**config.mk**
```make
export PLATFORM = sky130hd
export DESIGN_NAME = acs_conv_seq
export DESIGN_NICKNAME = d
export VERILOG_FILES = /design/src/logic/acs_clk_div.v /design/src/logic/acs_conv_seq.v
export VERILOG_INCLUDE_DIRS = /design/src /design/src/logic
export SDC_FILE = /design/constraint.sdc
export NUM_CORES = 1
export LEC_CHECK = 0
export BUFFER_PORTS_ARGS = -buffer_cell sky130_fd_sc_hd__buf_4
export CAP_MARGIN = 20
export CORE_MARGIN = 2
export CORE_UTILIZATION = 49
export CTS_CLUSTER_DIAMETER = 50
export DETAILED_ROUTE_END_ITERATION = 10
export GPL_ROUTABILITY_DRIVEN = 0
export GPL_TIMING_DRIVEN = 0
export PLACE_DENSITY = 0.8
export REMOVE_ABC_BUFFERS = 1
export SETUP_SLACK_MARGIN = 0.4
export SLEW_MARGIN = 20
export SYNTH_ARGS = -nofsm -noshare
export SYNTH_HDL_FRONTEND = slang
export SYNTH_SLANG_ARGS = --single-unit
```
**constraint.sdc**
```tcl
create_clock -name clk_i -period 2.3 [get_ports clk_i]
set_input_delay 0 -clock clk_i [delete_from_list [all_inputs] [get_ports clk_i]]
set_output_delay 0 -clock clk_i [all_outputs]
set_load 0.05 [all_outputs]
```
**src/logic/acs_defines.vh**
```
// constants for the conversion sequencer
`ifndef ACS_DEFINES_VH
`define ACS_DEFINES_VH
`define ACS_SAMPLE_CLKS 5'h04
`define ACS_CONV_CLKS 5'h0c
`define ACS_TOTAL_CLKS 5'h10
`define ACS_CNT_RST 5'h00
`define ACS_RES_RST 12'h000
`define ACS_RES_HI 11:8
`define ACS_RES_LO 7:0
`define ACS_HI_PAD 2'h0
`define ACS_RES_W 12
`define ACS_RES_FULL 12'hfff
`define ACS_DIV_W 3
`define ACS_PRE_W 7
`define ACS_ST_IDLE 2'h0
`define ACS_ST_ARMED 2'h1
`define ACS_ST_SAMPLE 2'h2
`define ACS_ST_CONVERT 2'h3
`endif

```
**src/logic/acs_clk_div.v**
```verilog
// conversion clock divider producing one-cycle ticks
`timescale 1ns/100ps
`include "acs_defines.vh"
module acs_clk_div (
  input wire clk_i,
  input wire rstn_i,
  input wire ce_i,
  input wire run_i,
  input wire [`ACS_DIV_W-1:0] sel_i,
  output wire tick_o
);
  reg [`ACS_PRE_W-1:0] cnt_q;
  wire [`ACS_PRE_W-1:0] mask;
  // divide by 2**sel
  assign mask = (7'h01 << sel_i) - 7'h01;
  assign tick_o = run_i && ((cnt_q & mask) == mask);
  always @(posedge clk_i or negedge rstn_i) begin
    if (!rstn_i) begin
      cnt_q <= 7'h00;
    end else if (ce_i) begin
      if (!run_i) begin
        cnt_q <= 7'h00;
      end else begin
        cnt_q <= cnt_q + 7'h01;
      end
    end
  end
endmodule // acs_clk_div

```
**src/logic/acs_conv_seq.v**
```verilog
// conversion sequencer for the successive-approximation converter
//
// Operation
// RULE1 - a high-then-low pulse on start launches one conversion
// RULE2 - busy flag rises once conversion starts and stays while running
// RULE3 - busy flag falls automatically when conversion finishes
// RULE4 - completion sets irq flag; interrupt raised only when enabled
// RULE5 - software may poll busy flag when interrupt disabled
// RULE6 - conversion clock is system clock divided by two to select power
// RULE7 - software keeps conversion clock period within 0.5 to 10 us
// RULE8 - converter powered only while power enable is high
// RULE9 - software waits settling delay after enabling before starting
// RULE10 - software clears power enable when idle to save power
// RULE11 - sampling lasts exactly four conversion clock periods
// RULE12 - twelve conversion periods follow; sixteen periods in total
// RULE13 - conversion runs in hardware without stalling the program
// RULE14 - result registers hold the result once busy falls
// RULE15 - result is twelve bits, full scale all ones
// RULE16 - start rise aborts and resets; start fall begins sampling
// RULE17 - irq flag stays until software clears it
`timescale 1ns/100ps
`include "acs_defines.vh"
module acs_conv_seq (
  input wire clk_i,
  input wire rstn_i,
  input wire ce_i,
  input wire start_i,
  input wire converter_power_enable_i,
  input wire [`ACS_DIV_W-1:0] conv_clock_divider_select_i,
  input wire irq_enable_i,
  input wire irq_clear_i,
  input wire [`ACS_RES_W-1:0] core_result_i,
  input wire core_result_valid_i,
  output wire conv_busy_flag_o,
  output wire irq_flag_o,
  output wire irq_o,
  output wire core_power_o,
  output reg conv_clk_o,
  output reg sample_o,
  output reg convert_o,
  output wire [`ACS_RES_W/2-1:0] result_high_reg_o,
  output wire [7:0] result_low_reg_o
);
  reg [1:0] state_q;
  reg [1:0] state_d;
  reg start_q;
  reg [4:0] cnt_q;
  reg [4:0] cnt_d;
  reg busy_q;
  reg irq_q;
  reg [`ACS_RES_W-1:0] res_q;
  reg [`ACS_RES_W-1:0] cap_q;
  wire tick;
  wire rise;
  wire fall;
  wire running;
  wire done;

  // ----------------------------------------
  // phase decode
  // ----------------------------------------
  function acs_active;
    input [1:0] st;
    begin
      acs_active = (st == `ACS_ST_SAMPLE) || (st == `ACS_ST_CONVERT);
    end
  endfunction

  // ----------------------------------------
  // edge detect and divider
  // ----------------------------------------
  assign rise = start_i && !start_q;
  assign fall = !start_i && start_q;
  assign running = acs_active(state_q);

  acs_clk_div u_div (
    .clk_i(clk_i),
    .rstn_i(rstn_i),
    .ce_i(ce_i),
    .run_i(running),
    .sel_i(conv_clock_divider_select_i),
    .tick_o(tick)
  ); // RULE6

  assign done = (state_q == `ACS_ST_CONVERT) && tick && (cnt_q == `ACS_TOTAL_CLKS - 5'h01); // RULE12

  // ----------------------------------------
  // sequencer
  // ----------------------------------------
  always @* begin
    state_d = state_q;
    cnt_d = cnt_q;
    case (state_q)
      `ACS_ST_IDLE: begin
        if (rise) begin
          state_d = `ACS_ST_ARMED;
        end
      end
      `ACS_ST_ARMED: begin
        if (fall && converter_power_enable_i) begin
          state_d = `ACS_ST_SAMPLE; // RULE16
          cnt_d = 5'h00;
        end
      end
      `ACS_ST_SAMPLE: begin
        if (tick) begin
          cnt_d = cnt_q + 5'h01;
          if (cnt_q == `ACS_SAMPLE_CLKS - 5'h01) begin
            state_d = `ACS_ST_CONVERT; // RULE11
          end
        end
      end
      `ACS_ST_CONVERT: begin
        if (tick) begin
          cnt_d = cnt_q + 5'h01;
          if (done) begin
            state_d = `ACS_ST_IDLE; // RULE12
            cnt_d = 5'h00;
          end
        end
      end
      default: begin
        state_d = `ACS_ST_IDLE;
      end
    endcase
    // abort on rising start or power loss
    if (rise) begin
      state_d = `ACS_ST_ARMED; // RULE16
      cnt_d = 5'h00;
    end else if (!converter_power_enable_i && state_q != `ACS_ST_IDLE) begin
      state_d = `ACS_ST_IDLE; // RULE8
      cnt_d = 5'h00;
    end
  end

  // ----------------------------------------
  // state registers
  // ----------------------------------------
  always @(posedge clk_i or negedge rstn_i) begin
    if (!rstn_i) begin
      state_q <= `ACS_ST_IDLE;
      cnt_q <= `ACS_CNT_RST;
      start_q <= 1'b0;
    end else if (ce_i) begin
      state_q <= state_d;
      cnt_q <= cnt_d;
      start_q <= start_i; // RULE1
    end
  end

  // ----------------------------------------
  // busy flag
  // ----------------------------------------
  always @(posedge clk_i or negedge rstn_i) begin
    if (!rstn_i) begin
      busy_q <= 1'b0;
    end else if (ce_i) begin
      busy_q <= acs_active(state_d); // RULE2 RULE3 RULE13
    end
  end

  // ----------------------------------------
  // completion flag, set wins over clear
  // ----------------------------------------
  always @(posedge clk_i or negedge rstn_i) begin
    if (!rstn_i) begin
      irq_q <= 1'b0;
    end else if (ce_i) begin
      if (done) begin
        irq_q <= 1'b1; // RULE4 RULE17
      end else if (irq_clear_i) begin
        irq_q <= 1'b0; // RULE17
      end
    end
  end

  // ----------------------------------------
  // result capture
  // ----------------------------------------
  always @(posedge clk_i or negedge rstn_i) begin
    if (!rstn_i) begin
      res_q <= `ACS_RES_RST;
      cap_q <= `ACS_RES_RST;
    end else if (ce_i) begin
      if (core_result_valid_i && running) begin
        cap_q <= core_result_i; // RULE15
      end
      if (done) begin
        res_q <= (core_result_valid_i) ? core_result_i : cap_q; // RULE14
      end
    end
  end

  // ----------------------------------------
  // conversion clock and phase strobes
  // ----------------------------------------
  always @(posedge clk_i or negedge rstn_i) begin
    if (!rstn_i) begin
      conv_clk_o <= 1'b0;
      sample_o <= 1'b0;
      convert_o <= 1'b0;
    end else if (ce_i) begin
      if (tick) begin
        conv_clk_o <= ~conv_clk_o;
      end else if (!running) begin
        conv_clk_o <= 1'b0;
      end
      sample_o <= (state_d == `ACS_ST_SAMPLE); // RULE11
      convert_o <= (state_d == `ACS_ST_CONVERT); // RULE12
    end
  end

  // ----------------------------------------
  // status outputs
  // ----------------------------------------
  assign conv_busy_flag_o = busy_q; // RULE5
  assign irq_flag_o = irq_q;
  assign irq_o = irq_q && irq_enable_i; // RULE4
  assign core_power_o = converter_power_enable_i; // RULE8

  // ----------------------------------------
  // result registers
  // ----------------------------------------
  assign result_high_reg_o = {`ACS_HI_PAD, res_q[`ACS_RES_HI]};
  assign result_low_reg_o = res_q[`ACS_RES_LO];
endmodule // acs_conv_seq

```
# Word level (Yosys, flattened, before mapping)
# Cells that the tools add are included.
# totals
register_bits,44
inputBits,23
output_inout_bits,21
# classes
n_addsub,3
n_eq_ne,12
shifts,1
n_mux,21
bitwise_logic,2
n_reduce_logical,23
# ops
operator,n
two-way mux 5 bit,6
case mux 5 bit (3 select lines),1
two-way mux 2 bit,7
two-way mux 12 bit,1
logical AND 1 bit,9
"== test 2 bit, second input constant",4
"inequality test 4 x 3 -> 1 bit, second input constant",2
case mux 2 bit (4 select lines),1
AND reduction 2 bit,4
"adder 7 x 1 -> 7 bit, second input constant",1
bitwise AND 7 bit,1
== test 7 bit,1
two-way mux 7 bit,1
"left shift 1 x 3 -> 7 bit, first input constant",1
"subtractor 7 x 1 -> 7 bit, second input constant",1
"adder 5 x 1 -> 5 bit, second input constant",1
"== test 5 x 2 -> 1 bit, second input constant",1
"== test 5 x 4 -> 1 bit, second input constant",1
AND reduction 5 bit,1
nonzero test 5 bit,1
two-way mux 1 bit,4
"inequality test 4 bit, second input constant",1
nonzero test 2 bit,2
zero test 1 bit,3
5 further kinds,6

# Logic depth before layout (Yosys ltp)
# logic_depth
ltp_word,14
depth_mapped,8

# Modules after synthesis
# Synthesis repeated with hierarchy kept, for this count alone.
# hier_totals
cells_unflattened,212
hier_area_um2,2202.1
# modules_own_cells
mod,n_inst,cells_each,area_each_um2,seq_area_each_um2
acs_conv_seq,1,163,1791.7,925.9
acs_clk_div,1,49,410.4,175.2

# Worst setup path before layout
# No wires, ideal clock.
# synth_timing
path_kind,register to register
start,register cnt_q[0]
end,register cnt_q[3]
arrival_time_ns,2.089
path_slack_ns,0.144
stages_incl_launch_ff,8
synth_period_minus_slack_ns,2.156
path_cell_list,dfrtp_1 ha_1 and3_1 ha_1 a2111oi_0 nor4b_2 a221o_1 a22o_1
# synth_via
elab_chain_cells,7
elab_cells_between_ends,9
cone_classes,add/sub (1); eq/ne (1); mux (6); reduce/logical (1)
# synth_lines
item,line,text
start: declaration,acs_conv_seq.v:47,reg [4:0] cnt_q;
start signal: assignment,acs_conv_seq.v:142,cnt_q <= `ACS_CNT_RST;
start signal: assignment,acs_conv_seq.v:146,cnt_q <= cnt_d;
"parallel branches: the longest is 4 deep, another holds adder 5 x 1 -> 5 bit",n/a,
case mux 5 bit (3 select lines) *,acs_conv_seq.v:93,case (state_q)
two-way mux 5 bit *,acs_conv_seq.v:130,end else if (!converter_power_enable_i && state_q != `ACS_ST_IDLE) begin
two-way mux 5 bit *,acs_conv_seq.v:127,if (rise) begin
# Mark *: on every way between the ends. The select of a mux whose other input is x is not followed.
# A chain may end at the register's enable or synchronous reset.

# Worst setup path in the final report
# layout_timing
start,register cnt_q[1]
end,register cnt_q[2]
# The elaborated chain is that of the path after synthesis.

==> run metrics <==
kind of critical path=reg2reg; Max-slew headroom=54.7%; placed cells=282; worst reg2reg path startpoint=cnt_q[1]; vias per cell=5.64; PD cells=618 nW/um^2; layout cells sized above 1=38.3%; setup TNS=0 ps; RSZ-0062 raised after global routing=true; fill cell count=301; outcome=complete, no violations; final net count=291; Ys Warns=0; VDD IR max=541 uV; DR pass1 iterations=4; Final Cycle Share=86.4%; Area Growth Syn to Fin=38.0%; Placement Setup Slack=-156 ps; number of global-route vias before repair=1787; clock sink count=44; Routed Antenna Nets=0; CP Buf/Inv Count=1; GRT Overall Usage=20.3%; CP endpoint kind=register; Slew @ Worst Pin=679 ps; remaining global-route overflow=0; Critical Path Start=cnt_q[1]; Post-synth EDFFs=0; Cell Rows=24; Initial DRC Count=83; leak pwr=1.43 nW; later-pin clock latency in the skew report=300 ps; commonest non-fill, non-tap cell in the layout=buf_4; Final Util=69.8%; Worst-path clk slew=90 ps; worst setup margin=312 ps; initial antenna violation count=0; CP Data Arrival Time=2220 ps; Final Hold Fails=0; Crit path max-delay family=simple AND/OR/NAND/NOR gates; Post-synth ARST share=100%; maxcap violations=0; startpoint types=register; I/O pin count=44; die area=5010 um^2; Post-DP HPWL=3020 um; largest cells by area after synthesis=dfrtp_1 50%, mux2i_1 8.7%, mux2_2 7.2%; CORE AREA=4320 um^2; post-synthesis area per instance=11.0 um^2; Tmin final=1990 ps; Avg WL per Cell=16.7 um; sequential area share after synthesis=50.4%; # setup viols final=0; largest net degree at the start of global routing=45; CTS tree=built; initial core utilization=50.5%; Clock Tree Buf Depth=2; Ant. Diodes=0; Max FO, Critical Path=4; Distinct cells, synth=42; synthesized area=2190 um^2; DRT Wirelength=5320 um; f_max=503 MHz; Post-Synthesis Cells=198; Slew Viols, Final=0; cts bufs inserted=5; most frequent cells in the layout=52 x buf_4, 43 x dfrtp_1, 19 x mux2i_1, 15 x nor2_1, 15 x dlygate4sd3_1; first-pass GRT wire length=8090 um; Seq cells post-synth=44; H-tree depth=2; Hold Crit Start=ce_i; fin cells=318; hold_ws=18.2 ps; Synth Flop Type=dfrtp_1; Worst Hold Class=in2reg; dominant cell type by area after synthesis=dfrtp_1; via count of the routed design=1792; root buf cell=clkbuf_8; CP Cell Sequence=ha_2 -> and3_4 -> ha_4 -> a2111oi_4 -> nor4b_4 -> buf_4 -> nand2_1 -> mux2i_1; die height=70.8 um; Slowest-stage cell, CP=dfrtp_1; PortBufs=41; share of the synthesized area in the top cell type=50.4%; r2r setup slk=310 ps; Critical Path Max Stage Delay=400 ps; critical path required time=2530 ps; clk_skew=4.09 ps; DRC viols=0; Die W=70.8 um
==> path summary, 6_finish.rpt <==
kind                       depth (start not counted)             end
max in group asynchronous                          2  u_div.cnt_q[0]
hold / removal                                     2  u_div.cnt_q[0]
hold reg to reg                                    1       convert_o
setup reg to reg                                   8        cnt_q[2]
min in group asynchronous                          2  u_div.cnt_q[5]
setup / recovery                                   8        cnt_q[2]
==> kinds of logic after synthesis <==
kind of cell / Yosys count / synth area share, %
simple gates: 51 / 12.0
flops: 44 / 50.4
buf+inv: 21 / 4.58
compound gates: 45 / 15.2
fa+ha+maj: 3 / 1.72
mux: 33 / 15.9
other cells: 1 / 0.172
==> per-layer routing <==
metal	routed length, um	share of wire (%)	global-route usage [%]	vias to the layer above
li1	-	-	-	848
met1	2240	42	26.0	886
met2	2740	52	33.0	48
met3	230	4.3	5.13	10
met4	108	2.0	8.39	0
met5	0	0	0	-
==> cells in the mapped netlist (2+ instances only) <==
master / count
a21o_1: 2
a21oi_1: 16
a22o_1: 4
and3_1: 2
buf_2: 2
buf_4: 3
clkbuf_1: 5
dfrtp_1: 44
ha_1: 3
inv_1: 9
mux2_2: 14
mux2i_1: 19
nand2_1: 8
nand2b_1: 2
nand3_1: 6
nand4_1: 2
nor2_1: 21
nor2b_1: 2
nor3_1: 2
o21ai_0: 3
o2bb2ai_1: 8
==> stage by stage <==
step	area (um^2)	total power [mW]
3_5_place_dp	2510	1.23
4_1_cts	2890	1.85
6_report	3020	1.86
3_3_place_gp	2500	1.21
5_1_grt	3020	1.94
2_1_floorplan	2120	1.11
==> flip-flops by register name, indices dropped and copies added (netlist names), 2 cells and up <==
register / count
res_q: 12
state_q: 2
cap_q: 12
u_div.cnt_q: 7
cnt_q: 5
==> power by group <==
part	switching, mW	leakage (nW)	internal, mW
logic	0.162	0.791	0.162
clock network	0.289	0.0541	0.322
registers	0.0615	0.584	0.867
==> final cells by class <==
type                            count  area (um^2)  area share (%)
Multi-Input combinational cell    134         1110            36.7
Clock buffer                        5         68.8            2.28
Clock inverter                      3         42.5            1.41
Inverter                            9         33.8            1.12
Tap cell                           52         65.1            2.16
Sequential cell                    44         1100            36.5
Timing Repair Buffer               71          597            19.8
==> repair_timing <==
item | CTS | global route
pin swaps | 4 | 3
endpoints found under the hold margin | 60 | 0
cloned | 0 | 2
hold buffers | 15 | 0
endpoints found under the setup margin | 17 | 17
resized for setup | 11 | 18
setup buffers | 6 | 5
No activity file was read; power rests on OpenSTA's default activity.
